[config.mk]
export PLATFORM = sky130hd
export DESIGN_NAME = adcseq_top
export DESIGN_NICKNAME = d
export VERILOG_FILES = /design/src/hw/adcseq_pkg.sv /design/src/hw/adcseq_top.sv
export SDC_FILE = /design/constraint.sdc
export NUM_CORES = 1
export LEC_CHECK = 0
export ABC_CLOCK_PERIOD_IN_PS = 3200
export BUFFER_PORTS_ARGS = -buffer_cell sky130_fd_sc_hd__buf_2
export CAP_MARGIN = 20
export CORE_ASPECT_RATIO = 1.2
export CORE_MARGIN = 1
export CORE_UTILIZATION = 54
export CTS_BUF_LIST = sky130_fd_sc_hd__clkbuf_4 sky130_fd_sc_hd__clkbuf_8
export DETAILED_ROUTE_END_ITERATION = 7
export GPL_TIMING_DRIVEN = 0
export MAX_ROUTING_LAYER = met4
export PLACE_DENSITY = 0.93
export SYNTH_ARGS = -nofsm -noshare
export SYNTH_HDL_FRONTEND = slang
export SYNTH_SLANG_ARGS = --single-unit
[constraint.sdc]
create_clock -name I_MCLK -period 3.2 [get_ports I_MCLK]
set_input_delay 0.32 -clock I_MCLK [delete_from_list [all_inputs] [get_ports I_MCLK]]
set_output_delay 0.32 -clock I_MCLK [all_outputs]
set_load 0.1 [all_outputs]
[src/hw/adcseq_pkg.sv]
// Package for the conversion sequencer: register map, field positions,
// reset values, converter timing counts and the state type.
// Assumes a 32-bit AXI4-Lite bus with byte addresses and 8-bit registers.
package adcseq_pkg;
  // Register byte offsets
  localparam logic [7:0] ADCSEQ_CTRL_OFF = 8'h00;
  localparam logic [7:0] ADCSEQ_CLKC_OFF = 8'h04;
  localparam logic [7:0] ADCSEQ_RESH_OFF = 8'h08;
  localparam logic [7:0] ADCSEQ_RESL_OFF = 8'h0C;
  localparam logic [7:0] ADCSEQ_IRQC_OFF = 8'h10;
  localparam logic [7:0] ADCSEQ_PDIR_OFF = 8'h14;
  localparam logic [7:0] ADCSEQ_PPU_OFF = 8'h18;
  // Control register fields
  localparam int ADCSEQ_CHAN_LSB = 0;
  localparam int ADCSEQ_PCFG_LSB = 3;
  localparam int ADCSEQ_PEND_BIT = 6;
  localparam int ADCSEQ_START_BIT = 7;
  // Clock register fields
  localparam int ADCSEQ_DIV_LSB = 0;
  localparam int ADCSEQ_PWROFF_BIT = 7;
  // Interrupt control fields
  localparam int ADCSEQ_GIE_BIT = 0;
  localparam int ADCSEQ_MFIE_BIT = 1;
  localparam int ADCSEQ_CIE_BIT = 2;
  localparam int ADCSEQ_FLAG_BIT = 4;
  // Reset values
  localparam logic [2:0] ADCSEQ_CHAN_RST = 3'h0;
  localparam logic [2:0] ADCSEQ_PCFG_RST = 3'h0;
  localparam logic [2:0] ADCSEQ_DIV_RST = 3'h0;
  localparam logic ADCSEQ_PWROFF_RST = 1'b1;
  localparam logic ADCSEQ_PEND_RST = 1'b1;
  localparam logic [7:0] ADCSEQ_PDIR_RST = 8'hFF;
  localparam logic [7:0] ADCSEQ_PPU_RST = 8'h00;
  // Largest divider code: undivided, /2, /4, /8, /16, /32
  localparam logic [2:0] ADCSEQ_DIV_MAX = 3'h5;
  // Converter timing in converter clock periods
  localparam int ADCSEQ_RES_BITS = 12;
  localparam int ADCSEQ_SAMPLE_TAD = 4;
  localparam int ADCSEQ_CONV_TAD = ADCSEQ_SAMPLE_TAD + ADCSEQ_RES_BITS;
  localparam logic [3:0] ADCSEQ_LAST_SLOT = 4'(ADCSEQ_CONV_TAD - 1);
  localparam logic [3:0] ADCSEQ_SAMPLE_END = 4'(ADCSEQ_SAMPLE_TAD - 1);
  // AXI responses
  localparam logic [1:0] ADCSEQ_RESP_OKAY = 2'h0;
  localparam logic [1:0] ADCSEQ_RESP_SLVERR = 2'h2;
  // Sequencer states, Gray coded in declaration order
  typedef enum logic [1:0] {
    ADCSEQ_IDLE = 2'b00,
    ADCSEQ_SAMPLE = 2'b01,
    ADCSEQ_CONVERT = 2'b11,
    ADCSEQ_HELD = 2'b10
  } adcseq_state_t;
endpackage

[src/hw/adcseq_top.sv]
// Conversion sequencer around one 12-bit successive-approximation converter:
// pin routing, power gating, start handling, timing and result registers.
// Assumes an analog comparator outside on I_COMP and synchronous inputs.
`timescale 1ns/1ps

module adcseq_top
  import adcseq_pkg::*;
#(
  parameter int ADDR_W = 8
) (
  // Clock and reset
  input wire logic I_MCLK,
  input wire logic I_RST,
  // AXI4-Lite write address and data
  input wire logic I_AWVALID,
  output logic O_AWREADY,
  input wire logic [ADDR_W-1:0] I_AWADDR,
  input wire logic [2:0] I_AWPROT,
  input wire logic I_WVALID,
  output logic O_WREADY,
  input wire logic [31:0] I_WDATA,
  input wire logic [3:0] I_WSTRB,
  // AXI4-Lite write response
  output logic O_BVALID,
  input wire logic I_BREADY,
  output logic [1:0] O_BRESP,
  // AXI4-Lite read
  input wire logic I_ARVALID,
  output logic O_ARREADY,
  input wire logic [ADDR_W-1:0] I_ARADDR,
  input wire logic [2:0] I_ARPROT,
  output logic O_RVALID,
  input wire logic I_RREADY,
  output logic [31:0] O_RDATA,
  output logic [1:0] O_RRESP,
  // Port pin control
  output logic [7:0] O_PIN_ANALOG,
  output logic [7:0] O_PIN_DIR_INPUT,
  output logic [7:0] O_PIN_PULLUP,
  // Analog front end
  output logic [2:0] O_ANA_SEL,
  output logic O_CONV_POWER,
  output logic O_CONV_RESET,
  output logic O_SAMPLE,
  output logic [11:0] O_DAC_CODE,
  input wire logic I_COMP,
  // Interrupt request to the core
  output logic O_IRQ
);

  // Software-visible state, plus the delayed start bit for edge detection
  logic [2:0] chan_reg;
  logic [2:0] pcfg_reg;
  logic start_reg;
  logic start_prev_reg;
  logic pend_reg;
  logic [2:0] div_reg;
  logic pwroff_reg;
  logic [7:0] res_h_reg;
  logic [7:0] res_l_reg;
  logic gie_reg;
  logic mfie_reg;
  logic cie_reg;
  logic flag_reg;
  logic [7:0] pdir_reg;
  logic [7:0] ppu_reg;

  // Bus slave state
  logic aw_full_reg;
  logic w_full_reg;
  logic [ADDR_W-1:0] awaddr_reg;
  logic [31:0] wdata_reg;
  logic [3:0] wstrb_reg;
  logic bvalid_reg;
  logic [1:0] bresp_reg;
  logic rvalid_reg;
  logic [31:0] rdata_reg;
  logic [1:0] rresp_reg;

  // Sequencer state
  adcseq_state_t state_reg;
  adcseq_state_t state_next;
  logic [4:0] div_cnt_reg;
  logic [3:0] slot_reg;
  logic [11:0] sar_reg;
  logic [11:0] trial_bit;
  logic [9:0] chk_cyc_reg;

  logic wr_fire;
  logic [7:0] wr_byte;
  logic wr_ok;
  logic wr_ctrl;
  logic wr_clkc;
  logic wr_irqc;
  logic conv_en;
  logic start_fall;
  logic tad_tick;
  logic conv_done;
  logic [2:0] div_eff;
  logic [4:0] div_top;
  logic [3:0] pin_count;
  logic [7:0] rd_byte;
  logic rd_ok;

  // Write channel: address and data are taken independently
  assign O_AWREADY = !aw_full_reg && !bvalid_reg;
  assign O_WREADY = !w_full_reg && !bvalid_reg;
  assign wr_fire = aw_full_reg && w_full_reg && !bvalid_reg;
  // Registers are one byte wide, so only lane 0 carries a write
  assign wr_byte = wstrb_reg[0] ? wdata_reg[7:0] : 8'h00;
  assign wr_ctrl = wr_fire && wstrb_reg[0] && awaddr_reg == ADCSEQ_CTRL_OFF;
  assign wr_clkc = wr_fire && wstrb_reg[0] && awaddr_reg == ADCSEQ_CLKC_OFF;
  assign wr_irqc = wr_fire && wstrb_reg[0] && awaddr_reg == ADCSEQ_IRQC_OFF;

  // Decode of all mapped offsets; result registers accept and ignore writes
  always_comb begin
    unique case (awaddr_reg)
      ADCSEQ_CTRL_OFF, ADCSEQ_CLKC_OFF, ADCSEQ_RESH_OFF, ADCSEQ_RESL_OFF,
      ADCSEQ_IRQC_OFF, ADCSEQ_PDIR_OFF, ADCSEQ_PPU_OFF: wr_ok = 1'b1;
      default: wr_ok = 1'b0;
    endcase
  end

  // Write address, data and response handshake
  always_ff @(posedge I_MCLK or posedge I_RST) begin
    if (I_RST) begin
      aw_full_reg <= 1'b0;
      w_full_reg <= 1'b0;
      awaddr_reg <= '0;
      wdata_reg <= 32'h0000_0000;
      wstrb_reg <= 4'h0;
      bvalid_reg <= 1'b0;
      bresp_reg <= ADCSEQ_RESP_OKAY;
    end else begin
      if (I_AWVALID && O_AWREADY) begin
        aw_full_reg <= 1'b1;
        awaddr_reg <= I_AWADDR;
      end
      if (I_WVALID && O_WREADY) begin
        w_full_reg <= 1'b1;
        wdata_reg <= I_WDATA;
        wstrb_reg <= I_WSTRB;
      end
      if (wr_fire) begin
        aw_full_reg <= 1'b0;
        w_full_reg <= 1'b0;
        bvalid_reg <= 1'b1;
        bresp_reg <= wr_ok ? ADCSEQ_RESP_OKAY : ADCSEQ_RESP_SLVERR;
      end else if (bvalid_reg && I_BREADY) begin
        bvalid_reg <= 1'b0;
      end
    end
  end
  assign O_BVALID = bvalid_reg;
  assign O_BRESP = bresp_reg;

  // Read mux; low result nibble below the data reads as zero
  always_comb begin
    rd_ok = 1'b1;
    unique case (I_ARADDR)
      ADCSEQ_CTRL_OFF: rd_byte = {start_reg, pend_reg, pcfg_reg, chan_reg};
      ADCSEQ_CLKC_OFF: rd_byte = {pwroff_reg, 4'h0, div_reg};
      ADCSEQ_RESH_OFF: rd_byte = res_h_reg;
      ADCSEQ_RESL_OFF: rd_byte = res_l_reg;
      ADCSEQ_IRQC_OFF: rd_byte = {3'h0, flag_reg, 1'b0, cie_reg, mfie_reg,
                                  gie_reg};
      ADCSEQ_PDIR_OFF: rd_byte = pdir_reg;
      ADCSEQ_PPU_OFF: rd_byte = ppu_reg;
      default: begin
        rd_byte = 8'h00;
        rd_ok = 1'b0;
      end
    endcase
  end

  // Read channel: one read under way at a time
  assign O_ARREADY = !rvalid_reg;
  always_ff @(posedge I_MCLK or posedge I_RST) begin
    if (I_RST) begin
      rvalid_reg <= 1'b0;
      rdata_reg <= 32'h0000_0000;
      rresp_reg <= ADCSEQ_RESP_OKAY;
    end else if (I_ARVALID && O_ARREADY) begin
      rvalid_reg <= 1'b1;
      rdata_reg <= {24'h00_0000, rd_byte};
      rresp_reg <= rd_ok ? ADCSEQ_RESP_OKAY : ADCSEQ_RESP_SLVERR;
    end else if (rvalid_reg && I_RREADY) begin
      rvalid_reg <= 1'b0;
    end
  end
  assign O_RVALID = rvalid_reg;
  assign O_RDATA = rdata_reg;
  assign O_RRESP = rresp_reg;

  // Register fields written by software
  always_ff @(posedge I_MCLK or posedge I_RST) begin
    if (I_RST) begin
      chan_reg <= ADCSEQ_CHAN_RST;
      pcfg_reg <= ADCSEQ_PCFG_RST;
      start_reg <= 1'b0;
      div_reg <= ADCSEQ_DIV_RST;
      pwroff_reg <= ADCSEQ_PWROFF_RST;
      pdir_reg <= ADCSEQ_PDIR_RST;
      ppu_reg <= ADCSEQ_PPU_RST;
      gie_reg <= 1'b0;
      mfie_reg <= 1'b0;
      cie_reg <= 1'b0;
    end else begin
      if (wr_ctrl) begin
        chan_reg <= wr_byte[ADCSEQ_CHAN_LSB +: 3];
        pcfg_reg <= wr_byte[ADCSEQ_PCFG_LSB +: 3];
        start_reg <= wr_byte[ADCSEQ_START_BIT];
      end
      if (wr_clkc) begin
        div_reg <= wr_byte[ADCSEQ_DIV_LSB +: 3];
        pwroff_reg <= wr_byte[ADCSEQ_PWROFF_BIT];
      end
      if (wr_irqc) begin
        gie_reg <= wr_byte[ADCSEQ_GIE_BIT];
        mfie_reg <= wr_byte[ADCSEQ_MFIE_BIT];
        cie_reg <= wr_byte[ADCSEQ_CIE_BIT];
      end
      if (wr_fire && wstrb_reg[0] && awaddr_reg == ADCSEQ_PDIR_OFF) begin
        pdir_reg <= wr_byte;
      end
      if (wr_fire && wstrb_reg[0] && awaddr_reg == ADCSEQ_PPU_OFF) begin
        ppu_reg <= wr_byte;
      end
    end
  end

  // Pin routing: config n gives 2n analog pins from pin 0, capped at eight
  assign pin_count = (pcfg_reg >= 3'h4) ? 4'h8 : {pcfg_reg, 1'b0};
  always_comb begin
    for (int i = 0; i < 8; i++) begin
      O_PIN_ANALOG[i] = 4'(i) < pin_count;
    end
  end
  // Analog pins read as inputs whatever the direction register holds
  assign O_PIN_DIR_INPUT = pdir_reg | O_PIN_ANALOG;
  // Pull-ups only on digital pins
  assign O_PIN_PULLUP = ppu_reg & ~O_PIN_ANALOG;
  assign O_ANA_SEL = chan_reg;

  // Power gating
  assign conv_en = !pwroff_reg && pcfg_reg != 3'h0;
  assign O_CONV_POWER = conv_en;

  // Converter clock: codes above the largest ratio use the largest
  assign div_eff = (div_reg > ADCSEQ_DIV_MAX) ? ADCSEQ_DIV_MAX : div_reg;
  assign div_top = 5'((6'h01 << div_eff) - 6'h01);
  assign tad_tick = div_cnt_reg == div_top;
  // The divider restarts with each conversion so the first period is whole
  always_ff @(posedge I_MCLK or posedge I_RST) begin
    if (I_RST) begin
      div_cnt_reg <= 5'h00;
    end else if (state_reg == ADCSEQ_IDLE || state_reg == ADCSEQ_HELD ||
                 tad_tick) begin
      div_cnt_reg <= 5'h00;
    end else begin
      div_cnt_reg <= 5'(div_cnt_reg + 5'h01);
    end
  end

  // Start edge detection
  assign start_fall = start_prev_reg && !start_reg;
  always_ff @(posedge I_MCLK or posedge I_RST) begin
    if (I_RST) begin
      start_prev_reg <= 1'b0;
    end else begin
      start_prev_reg <= start_reg;
    end
  end

  // An abort or a fresh start in the last period must not complete
  assign conv_done = state_reg == ADCSEQ_CONVERT && tad_tick &&
                     slot_reg == ADCSEQ_LAST_SLOT && conv_en && !start_reg;

  // Sequencer; a start bit left high holds the converter in reset
  always_comb begin
    state_next = state_reg;
    unique case (state_reg)
      ADCSEQ_IDLE: if (start_reg) state_next = ADCSEQ_HELD;
      ADCSEQ_HELD: begin
        if (start_fall) begin
          state_next = conv_en ? ADCSEQ_SAMPLE : ADCSEQ_IDLE;
        end
      end
      ADCSEQ_SAMPLE: begin
        if (start_reg) begin
          state_next = ADCSEQ_HELD;
        end else if (!conv_en) begin
          state_next = ADCSEQ_IDLE;
        end else if (tad_tick && slot_reg == ADCSEQ_SAMPLE_END) begin
          state_next = ADCSEQ_CONVERT;
        end
      end
      ADCSEQ_CONVERT: begin
        if (start_reg) begin
          state_next = ADCSEQ_HELD;
        end else if (!conv_en || conv_done) begin
          state_next = ADCSEQ_IDLE;
        end
      end
    endcase
  end

  always_ff @(posedge I_MCLK or posedge I_RST) begin
    if (I_RST) begin
      state_reg <= ADCSEQ_IDLE;
    end else begin
      state_reg <= state_next;
    end
  end

  // Slot counter: slots 0..3 sample, 4..15 resolve bits 11 down to 0
  always_ff @(posedge I_MCLK or posedge I_RST) begin
    if (I_RST) begin
      slot_reg <= 4'h0;
    end else if (state_reg == ADCSEQ_IDLE || state_reg == ADCSEQ_HELD) begin
      slot_reg <= 4'h0;
    end else if (tad_tick) begin
      slot_reg <= 4'(slot_reg + 4'h1);
    end
  end

  // Successive approximation: keep the trial bit when input is above it
  assign trial_bit = (state_reg == ADCSEQ_CONVERT) ?
                     12'(12'h800 >> (slot_reg - ADCSEQ_SAMPLE_TAD)) : 12'h000;
  always_ff @(posedge I_MCLK or posedge I_RST) begin
    if (I_RST) begin
      sar_reg <= 12'h000;
    end else if (state_reg == ADCSEQ_SAMPLE) begin
      sar_reg <= 12'h000;
    end else if (state_reg == ADCSEQ_CONVERT && tad_tick && I_COMP) begin
      sar_reg <= sar_reg | trial_bit;
    end
  end
  assign O_DAC_CODE = sar_reg | trial_bit;
  assign O_SAMPLE = state_reg == ADCSEQ_SAMPLE;
  assign O_CONV_RESET = state_reg == ADCSEQ_HELD || !conv_en;

  // Results land together with the pending flag falling
  always_ff @(posedge I_MCLK or posedge I_RST) begin
    if (I_RST) begin
      res_h_reg <= 8'h00;
      res_l_reg <= 8'h00;
    end else if (conv_done) begin
      res_h_reg <= 8'((sar_reg | (trial_bit & {12{I_COMP}})) >> 4);
      res_l_reg <= {(sar_reg[3:0] | (I_COMP ? trial_bit[3:0] : 4'h0)),
                    4'h0};
    end
  end

  // Pending flag: raised by the start bit, cleared only by completion
  always_ff @(posedge I_MCLK or posedge I_RST) begin
    if (I_RST) begin
      pend_reg <= ADCSEQ_PEND_RST;
    end else if (start_reg) begin
      pend_reg <= 1'b1;
    end else if (conv_done) begin
      pend_reg <= 1'b0;
    end
  end

  // Request flag: completion wins over a software clear in the same cycle
  always_ff @(posedge I_MCLK or posedge I_RST) begin
    if (I_RST) begin
      flag_reg <= 1'b0;
    end else if (conv_done) begin
      flag_reg <= 1'b1;
    end else if (wr_irqc && !wr_byte[ADCSEQ_FLAG_BIT]) begin
      flag_reg <= 1'b0;
    end
  end
  assign O_IRQ = flag_reg && gie_reg && mfie_reg && cie_reg;

  // Cycles spent in the current conversion, read only by the length check
  always_ff @(posedge I_MCLK or posedge I_RST) begin
    if (I_RST) begin
      chk_cyc_reg <= 10'h000;
    end else if (O_SAMPLE || state_reg == ADCSEQ_CONVERT) begin
      chk_cyc_reg <= 10'(chk_cyc_reg + 10'h001);
    end else begin
      chk_cyc_reg <= 10'h000;
    end
  end

  // Checks
  a_all_analog: assert property (
    @(posedge I_MCLK) disable iff (I_RST)
    pcfg_reg == 3'h7 |-> O_PIN_ANALOG == 8'hFF)
    else $error("config 7 did not make all pins analog");
  a_pullup_digital: assert property (
    @(posedge I_MCLK) disable iff (I_RST)
    (O_PIN_PULLUP & O_PIN_ANALOG) == 8'h00)
    else $error("pull-up left on an analog pin");
  a_analog_input: assert property (
    @(posedge I_MCLK) disable iff (I_RST)
    (O_PIN_ANALOG & ~O_PIN_DIR_INPUT) == 8'h00)
    else $error("analog pin not forced to input");
  a_power_gate: assert property (
    @(posedge I_MCLK) disable iff (I_RST)
    (pcfg_reg == 3'h0 || pwroff_reg) |-> !O_CONV_POWER)
    else $error("converter powered while disabled");
  a_start_held: assert property (
    @(posedge I_MCLK) disable iff (I_RST)
    start_reg [*2] |-> pend_reg && state_reg == ADCSEQ_HELD)
    else $error("held start did not reset and flag pending");
  a_done_result: assert property (
    @(posedge I_MCLK) disable iff (I_RST)
    conv_done |=> !pend_reg && flag_reg && res_l_reg[3:0] == 4'h0)
    else $error("completion did not clear pending and set flag");
  a_conv_length: assert property (
    @(posedge I_MCLK) disable iff (I_RST)
    conv_done |-> chk_cyc_reg == 10'((ADCSEQ_CONV_TAD << div_eff) - 1))
    else $error("conversion did not take sixteen periods");
  a_irq_gated: assert property (
    @(posedge I_MCLK) disable iff (I_RST)
    conv_done && !wr_irqc && gie_reg && mfie_reg && cie_reg |=> O_IRQ)
    else $error("completion with all enables gave no interrupt");
  a_start_begins: assert property (
    @(posedge I_MCLK) disable iff (I_RST)
    (state_reg == ADCSEQ_HELD && !start_reg && conv_en) |=>
      state_reg == ADCSEQ_SAMPLE && pend_reg)
    else $error("start pulse did not begin sampling");

endmodule // adcseq_top

; Yosys cells after proc, flatten, opt, wreduce, memory -nomap -nowiden
; Index checks and enable logic that the tools add are counted.
[word_totals]
regBits = 101
input_bits = 66
out_inout_bits = 84
[classes]
addsub = 4
n_lt_le_gt_ge = 10
n_eq_ne = 22
shifts = 2
muxes = 36
n_bitwise = 7
reduce_logical = 54
[ops]
columns = op, count
row1 = 8-bit case mux with 7 select lines, 1
row2 = "8-bit by 5-bit == test with 1-bit output, second input constant", 6
row3 = 12-bit two-way mux, 3
row4 = "8-bit by 4-bit == test with 1-bit output, second input constant", 4
row5 = "12-bit by 32-bit right shift with 12-bit output, first input constant", 1
row6 = 1-bit logical AND, 27
row7 = 12-bit OR, 2
row8 = 2-bit two-way mux, 9
row9 = "8-bit by 3-bit == test with 1-bit output, second input constant", 2
row10 = 8-bit logical NOT, 2
row11 = "3-bit by 4-bit less-than comparator with 1-bit output, first input constant", 4
row12 = 4-bit two-way mux, 4
row13 = 2-bit nonzero test, 8
row14 = 1-bit two-way mux, 15
row15 = 7-bit OR reduction, 2
row16 = 12-bit AND, 1
row17 = 8-bit AND, 1
row18 = 1-bit logical NOT, 8
row19 = "1-bit by 4-bit less-than comparator with 1-bit output, first input constant", 2
row20 = "2-bit by 4-bit less-than comparator with 1-bit output, first input constant", 2
row21 = 8-bit two-way mux, 1
row22 = 8-bit inverter, 1
row23 = 8-bit OR, 1
row24 = 2-bit case mux with 4 select lines, 1
row25 = 22 further kinds, 27

; Logic depth before layout (Yosys ltp)
; Gate-level depths: netlist (run 1).
[depth]
word_depth = 13
depth_mapped = 10
ltp_nobuf = 8

; Worst setup path after synthesis (run 1)
; Ideal clock, no wire load.
[synth_timing]
kind = reg2out
start = register slot_reg[2]
end = output port O_DAC_CODE[0]
arrival_ps = 3299
setup_slack_ps = -419
path_stages_with_launch = 6
path_buffers = 0
cell_sequence = dfrtp_1 -> inv_1 -> ha_1 -> and3b_1 -> nand2_1 -> o31ai_1
[synth_via]
elab_chain_cells = 4
[synth_lines]
columns = item, line
row1 = start: declaration, adcseq_top.sv:84  ; logic [3:0] slot_reg;
row2 = start signal: assignment, adcseq_top.sv:323  ; slot_reg <= 4'(slot_reg + 4'h1);
row3 = 4-bit by 3-bit subtractor with 5-bit output, adcseq_top.sv:329  ; 12'(12'h800 >> (slot_reg - ADCSEQ_SAMPLE_TAD)) : 12'h000;
row4 = 12-bit by 32-bit right shift with 12-bit output, adcseq_top.sv:329
row5 = 12-bit two-way mux, adcseq_top.sv:328  ; assign trial_bit = (state_reg == ADCSEQ_CONVERT) ?
row6 = 12-bit OR, adcseq_top.sv:339  ; assign O_DAC_CODE = sar_reg | trial_bit;
row7 = end: declaration, adcseq_top.sv:45  ; output logic [11:0] O_DAC_CODE,
; No other way between the ends.

; Worst setup path in the final report (run 1)
[layout_timing]
start = register slot_reg[2]
end = output port O_DAC_CODE[10]
; Same word-level chain as after synthesis.

==> results of run 1 <==
placed cells by master, fill, tap and decap left out, types with 8 or more instances in the layout:
cell,instances
a21o_1,9
a21oi_1,21
and2_1,11
and3_1,9
buf_2,89
buf_4,31
clkbuf_1,16
clkbuf_8,9
conb_1,26
dfrtp_1,89
dfstp_2,10
inv_1,26
mux2_2,54
mux2i_1,15
nand2_1,43
nand3_1,16
nand4_1,9
nor2_1,20
nor2b_1,8
o21ai_0,21
cell type report:
cell class / instances / area, µm²
clock buffers: 10 / 131
fillers: 695 / 3070
multi-input cells: 346 / 2420
well taps: 120 / 150
clock inverters: 6 / 72.6
plain buffers: 51 / 309
inverters: 27 / 104
repair buffers: 90 / 478
flip-flops and latches: 99 / 2490
through the flow:
step,instances,hold slack (ns),power (mW)
global route,749,0.138,3.99
global placement,731,0.458,2.96
floorplan,523,0.416,2.76
CTS,749,0.123,3.85
finish,749,0.137,3.84
detailed placement,732,0.293,3.02
metal layers:
metal  track usage  vias up
li1              -     1941
met1         0.290     2025
met2         0.464      188
met3        0.0436       35
met4         0.128        0
met5             -        -
cells by family after synthesis:
group / after synthesis
muxes: 71
adders and majority gates: 6
DFF: 99
other: 1
buffers and inverters: 78
and+or+nand+nor: 155
xor gates and xnor gates: 6
AOI/OAI and AO/OA: 82
repair_timing:
item / 4_1_cts / 5_1_grt
hold buffers: 1 / 0
hold endpoints to repair: 19 / 0
setup endpoints to repair: 0 / 2
resized for setup: 0 / 1
where the power goes:
| part | leakage [nW] | internal [mW] | switching, mW | total, mW |
|---|---|---|---|---|
| registers | 1.26 | 1.44 | 0.219 | 1.65 |
| logic | 1.85 | 0.352 | 1.00 | 1.35 |
| clock network | 0.101 | 0.380 | 0.450 | 0.830 |
| total | 3.21 | 2.17 | 1.67 | 3.84 |
final timing paths:
| check | depth (start not counted) | slack [ns] | endpoint | from |
|---|---|---|---|---|
| max in group asynchronous | 4 | 2.10 | pend_reg$_DFFE_PP1P_ | I_RST |
| max reg2reg | 9 | 0.38 | sar_reg[1]$_DFFE_PP0P_ | div_reg[2]$_DFFE_PP0P_ |
| min reg2reg | 2 | 0.48 | O_RDATA[2]$_DFFE_PP0P_ | O_RDATA[2]$_DFFE_PP0P_ |
| min | 2 | 0.14 | O_BVALID$_DFFE_PP0P_ | I_BREADY |
| min in group asynchronous | 3 | 0.43 | slot_reg[3]$_DFFE_PP0N_ | I_RST |
| max | 8 | 0.25 | O_DAC_CODE[10] | slot_reg[2]$_DFFE_PP0N_ |
==> flow_summary.ini, run 1 <==
[timing]
rsz0062_at_grt = no
fin_crit_ns = 2.95
fmax_ghz = 0.339
slew_violations = 0
setup_viol = 0
finalClockSkew_ns = 0.0144
tns_ns = 0
tightest_slew_ns = 0.993
worst_slack_ns = 0.248
relSlewSlack = 0.333
finalHoldViolations = 0
fin_crit_sh = 0.922

[place]
numPortBuffers = 88
pre_cts_ws_ns = 0.454
routabilityCongestion = 0.930
dpl.hpwl_um = 9020
dpl_cell_area_um2 = 5930

[setup_path]
crit_buf_inv = 3
arrival_ns = 2.63
cpMostUsedCell = nand2_1
max_stage_delay_ns = 0.49
crit_fanout = 8
critPathSlowestCell = dfrtp_1
crit_family = buffers and inverters
startpoint_type = flop
crit_type = reg -> out
crit_chain = inv_1 > ha_1 > and3b_1 > and3_1 > clkbuf_1 > nand2_1 > nand2_1 > buf_2
worstPathRequired_ns = 2.88
cp-end-kind = primary output

[floorplanning]
num_rows = 38
start_util = 0.565
die_h_um = 110
core_area_um2 = 9220
die_width_um = 91.6
pin_count = 150
fp.dieArea_um2 = 10000

[routing]
met1_length_um = 4590
wire_per_inst_um = 16.1
via_per_inst = 5.59
drtPass1Iterations = 7
drt_wl_total_um = 12000
wl_met2_um = 6300
drt_iter0_markers = 288
drc = 0
top_layer = met4
drtAntennaViolNets = 0
vias = 4189
wl_met3_um = 753

[synthesis]
synth_fa_ha_area_frac = 0.0144
synth_edf_count = 0
synth_top_family_by_area = simple AND/OR/NAND/NOR gates
synth_compound_area_frac = 0.0995
synth_ff_type = dfrtp_1
synth_top_cell_by_area = dfrtp_1
syn_area_um2 = 5210
synth_xor_area_frac = 0.0101
synth-seq-area-share = 0.478
synth.most_common_cell = dfrtp_1
yosysWarnings = 0
post_synth.cell_area_avg_um2 = 10.5
synth.distinct_cells = 52
synthMuxAreaShare = 0.154
async_flop_share = 1.00
synth_cells = 498
yosys-top-cells-area = dfrtp_1 43%, mux2_2 12%, dfstp_2 5.0%
ys_ff_latch = 99
synthTopCellsByCount = 89 x dfrtp_1, 54 x mux2_2, 43 x nand2_1
synth-simple-area-share = 0.164
yosysTopAreaCellShare = 0.428

[clock_tree]
cts.clk_slew.worst_paths_ns = 0.10
cts_tree = done
cts_num_sinks = 99
cts_htree_levels = 3
numCtsBuffers = 9
ctsLongestPathBuffers = 2
root_buffer = clkbuf_8
insertion_delay_ns = 0.38
post_cts_buffers = 0

[job]
drv_cap = 0

[global_route]
grt_pass1_wl_um = 19500
gr-total-overflow = 0
grt_max_degree = 81
antenna_found_initial = 0
grt_pass1_vias = 4010
grt_usage = 0.263

[final_layout]
final_cell_area_um2 = 6150
layout-drive-gt1-share = 0.348
nets = 696
diodes = 0
largest_reg_flops = 12
syn_to_final_growth_pct = 18.2
post-route-util = 0.667

[pwr]
leakage_nw = 3.21
p_per_area_nw_per_um2 = 623
peakVddDrop_v = 0.000550

[worst_hold_path]
hold_class = in -> reg

[outcome]
status = complete, no violations
(Power assumes the default switching activity.)
==> run 2, diff against run 1 <==
CORE_ASPECT_RATIO = default   (was 1.2)
==> run 2 against run 1 <==
Compared with the run above:
- critical path depth fell by 1
- sequential cell count is the same
- die area is essentially flat
- critical path type unchanged
- utilization decreased by 0.15 points
- power rose by 1.6%
- via count up 1.2%
- critical endpoint is now O_DAC_CODE[6]
- non-clock buffer count unchanged
==> flow_summary.ini, run 2 (synthesis gave the netlist of run 1 again) <==
[timing]
finalHoldViolations = 0
setup_viol = 0
worst_slack_ns = 0.192
relSlewSlack = 0.331
whs_ns = 0.114
tightest_slew_ns = 0.996
finalClockSkew_ns = 0.0127
fin_crit_ns = 3.01
slew_violations = 0
tns_ns = 0
fin_crit_sh = 0.940
rsz0062_at_grt = no
fmax_ghz = 0.332

[routing]
wire_per_inst_um = 16.6
drtAntennaViolNets = 0
drtPass1Iterations = 5
vias = 4239
drt_wl_total_um = 12600
drt_iter0_markers = 219
via_per_inst = 5.59
drc = 0

[final_layout]
post-route-util = 0.666
final_cell_area_um2 = 6180
stdcell_count = 758
layout-drive-gt1-share = 0.348
fillers = 712
diodes = 0
syn_to_final_growth_pct = 18.7
final_cell_mix = 89 x dfrtp_1, 89 x buf_2, 54 x mux2_2
nets = 696
largest_reg_flops = 12

[clock_tree]
cts_num_sinks = 99
cts_tree = done
numCtsBuffers = 9
ctsLongestPathBuffers = 2
cts_htree_levels = 3
insertion_delay_ns = 0.38
cts.clk_slew.worst_paths_ns = 0.11
post_cts_buffers = 0
root_buffer = clkbuf_8

[floorplanning]
die_width_um = 100
fp.dieArea_um2 = 10000
core_area_um2 = 9280
num_rows = 35
pin_count = 150
die_h_um = 100
start_util = 0.561

[pwr]
intPower_mw = 2.17
p_per_area_nw_per_um2 = 631
p_total_mw = 3.90
peakVddDrop_v = 0.000482
combPwrFrac = 0.347
p_switching_mw = 1.73
swShare = 0.443
p_clk_frac = 0.226
leakage_nw = 3.22
p_seq_frac = 0.427

[worst_hold_path]
hold_start = I_BREADY
min_to = O_BVALID$_DFFE_PP0P_
hold_class = in -> reg
whs_path_depth = 2

[global_route]
grt_max_degree = 77
grt_usage = 0.269
grt_pass1_wl_um = 20200
grt_pass1_vias = 4048
antenna_found_initial = 0
gr-total-overflow = 0

[setup_path]
timing.rr.end = sar_reg[10]$_DFFE_PP0P_
crit_chain = inv_1 > ha_1 > and3b_1 > and3_1 > clkbuf_1 > a21o_1 > buf_2
worstPathRequired_ns = 2.88
r2r-start = div_reg[2]$_DFFE_PP0P_
rrSetupSlack_ns = 0.38
critPathSlowestCell = dfrtp_1
crit_type = reg -> out
startpoint_type = flop
r2r_cells = 9
crit_fanout = 8
max_stage_delay_ns = 0.49
arrival_ns = 2.69
cp-end-kind = primary output

[place]
numPortBuffers = 88
place_inst = 741
dpl_cell_area_um2 = 5950
pre_cts_ws_ns = 0.496
dpl.hpwl_um = 9320
routabilityCongestion = 0.913

[job]
drv_cap = 0

[outcome]
status = complete, no violations
run 2: layout make-up:
type                            count  area (µm²)  area share
Sequential cell                    99        2490       0.403
Multi-Input combinational cell    346        2420       0.391
Timing Repair Buffer               90         478      0.0773
Buffer                             51         309      0.0500
Tap cell                          129         161      0.0261
Clock buffer                        9         124      0.0200
Inverter                           27         104      0.0168
Clock inverter                      7        95.1      0.0154
run 2: what timing repair did:
action / 4_1_cts / 5_1_grt
hold buffers: 1 / 0
gates resized for setup: 0 / 1
hold endpoints to repair: 19 / 0
setup endpoints to repair: 0 / 2
run 2: power by group through the flow:
| stage | combinational [mW] | sequential, mW | clock, mW |
|---|---|---|---|
| 2_1_floorplan | 1.04 | 1.72 | 0 |
| 4_1_cts | 1.35 | 1.66 | 0.888 |
| 6_report | 1.35 | 1.66 | 0.882 |
| 5_1_grt | 1.42 | 1.69 | 0.946 |
| 3_3_place_gp | 1.31 | 1.65 | 0 |
| 3_5_place_dp | 1.35 | 1.68 | 0 |
run 2: how the worst max path moves through the flow:
stage | startpoint | endpoint | slack [ns] | cells past startpoint
after floorplan | I_RST | O_ANA_SEL[0]$_DFFE_PP0P_ | 0.31 | 1
after global placement | I_RST | awaddr_reg[6]$_DFFE_PP0P_ | -0.66 | 2
after detailed placement | div_reg[2]$_DFFE_PP0P_ | sar_reg[10]$_DFFE_PP0P_ | 0.50 | 9
after CTS | slot_reg[2]$_DFFE_PP0N_ | O_DAC_CODE[1] | 0.14 | 7
after global routing | slot_reg[2]$_DFFE_PP0N_ | O_DAC_CODE[10] | 0.05 | 8
final | slot_reg[2]$_DFFE_PP0N_ | O_DAC_CODE[6] | 0.19 | 7
run 2: worst max-delay path: cells and delay by family (launching register included):
family	cells	cell delay, ns
flops	1	0.49
compound gates	1	0.18
simple gates	2	0.53
fa+ha+maj	1	0.22
buf+inv	3	0.89
run 2: layer usage:
layer  vias up  GRT usage  share of wire
met5         -          -              0
met4         0      0.122          0.028
met3        29     0.0369          0.066
met2       197      0.423           0.49
met1      2073      0.350           0.42
li1       1940          -              -
==> run 3, diff against run 2 <==
--- a/constraint.sdc
+++ b/constraint.sdc
@@ -3,2 +3,2 @@
 set_output_delay 0.32 -clock I_MCLK [all_outputs]
-set_load 0.1 [all_outputs]
+set_load 0.05 [all_outputs]
==> run 3 against run 2 <==
Compared with the run above:
- the flow now finishes with violations (hold timing)
- global-route usage grew 0.066 points
- via count up 0.59%
- sequential cell count unchanged
- cell area fell by 0.43%
- power decreased by 9.4%
- routed wire length grew 0.75%
- largest power group unchanged
==> flow_summary.ini, run 3 (synthesis gave the netlist of run 1 again) <==
[final_layout]
largest_reg_flops = 12
syn_to_final_growth_pct = 18.2
layout-drive-gt1-share = 0.341
diodes = 0
stdcell_count = 757
fillers = 719
nets = 695
final_cell_mix = 89 x dfrtp_1, 89 x buf_2, 54 x mux2_2

[floorplanning]
num_rows = 35
fp.dieArea_um2 = 10000
die_h_um = 100
core_area_um2 = 9280
start_util = 0.561
die_width_um = 100
pin_count = 150

[global_route]
grt_max_degree = 57
grt_pass1_wl_um = 20100
grt_pass1_vias = 4044
grt_usage = 0.270
antenna_found_initial = 0
gr-total-overflow = 0

[setup_path]
arrival_ns = 3.21
cp-end-kind = flop
r2r-start = div_reg[2]$_DFFE_PP0P_
rrSetupSlack_ns = 0.30
startpoint_type = flop
timing.rr.end = sar_reg[8]$_DFFE_PP0P_
r2r_cells = 9
crit_type = reg -> reg
worstPathRequired_ns = 3.51
crit_fanout = 10

[outcome]
status = finished, violations left
violations = hold timing

[timing]
slew_violations = 0
whs_ns = -0.0223
setup_viol = 0
fin_crit_sh = 0.906
finalHoldViolations = 34
relSlewSlack = 0.433
fmax_ghz = 0.345
tns_ns = 0
tightest_slew_ns = 0.844
rsz0062_at_grt = no
finalClockSkew_ns = 0.00888
fin_crit_ns = 2.90

[routing]
drtAntennaViolNets = 0
drt_iter0_markers = 268
wire_per_inst_um = 16.8
vias = 4264
via_per_inst = 5.63
drc = 0
drtPass1Iterations = 6
drt_wl_total_um = 12700

[place]
dpl.hpwl_um = 9240
numPortBuffers = 88
place_inst = 741
routabilityCongestion = 0.904

[clock_tree]
root_buffer = clkbuf_8
cts.clk_slew.worst_paths_ns = 0.11
insertion_delay_ns = 0.39
post_cts_buffers = 0
cts_htree_levels = 3
ctsLongestPathBuffers = 2
cts_tree = done
numCtsBuffers = 9
post_cts_resized = 0
cts_hold_buf = 0
cts_num_sinks = 99

[pwr]
p_total_mw = 3.53
p_per_area_nw_per_um2 = 573
leakage_nw = 3.21
peakVddDrop_v = 0.000422

[job]
drv_cap = 0

[worst_hold_path]
hold_class = in -> async
[run 3: worst max-delay path by stage]
stage	startpoint	endpoint	slack (ns)
CTS	slot_reg[2]$_DFFE_PP0N_	O_DAC_CODE[1]	0.34
global route	slot_reg[2]$_DFFE_PP0N_	O_DAC_CODE[1]	0.09
detailed placement	div_reg[2]$_DFFE_PP0P_	sar_reg[8]$_DFFE_PP0P_	0.43
finish	div_reg[2]$_DFFE_PP0P_	sar_reg[8]$_DFFE_PP0P_	0.30
global placement	I_RST	awaddr_reg[7]$_DFFE_PP0P_	-0.66
floorplan	I_RST	O_ANA_SEL[0]$_DFFE_PP0P_	0.31
[run 3: critical path, stage by stage, from the launching register on]
cell and delay [ns]:
dfrtp_1 0.38, buf_2 0.19, or3_1 0.34, ha_1 0.32, xor2_1 0.18, nand2_1 0.12, nor2_1 0.49, clkbuf_1 0.44
nand4_1 0.15, a21oi_1 0.20
[run 3: stage by stage]
step / utilization / cell area [µm²] / setup slack, ns
CTS: 0.663 / 6150 / 0.336
global route: 0.663 / 6150 / 0.0897
finish: 0.663 / 6150 / 0.300
global placement: 0.636 / 5900 / -0.656
detailed placement: 0.639 / 5930 / 0.430
floorplan: - / 5300 / 0.306
[run 3: report_power, final]
| part | switching [mW] | internal (mW) | total (mW) |
|---|---|---|---|
| Sequential | 0.210 | 1.44 | 1.65 |
| Clock | 0.497 | 0.383 | 0.879 |
| Combinational | 0.655 | 0.350 | 1.00 |
| Total | 1.36 | 2.17 | 3.53 |
[run 3: final cells by class]
cell class	instances	area [µm²]	area share
plain buffers	51	309	0.0502
clock buffers	9	124	0.0201
clock inverters	7	96.3	0.0157
inverters	27	104	0.0169
multi-input cells	346	2400	0.390
flip-flops and latches	99	2490	0.405
well taps	129	161	0.0262
repair buffers	89	468	0.0760
[run 3: per-layer routing]
layer  vias up  routed length, µm  GRT usage
li1       1951                  -          -
met1      2082               5340      0.336
met2       192               6170      0.428
met3        39                781     0.0578
met4         0                392      0.117
met5         -                  0          -
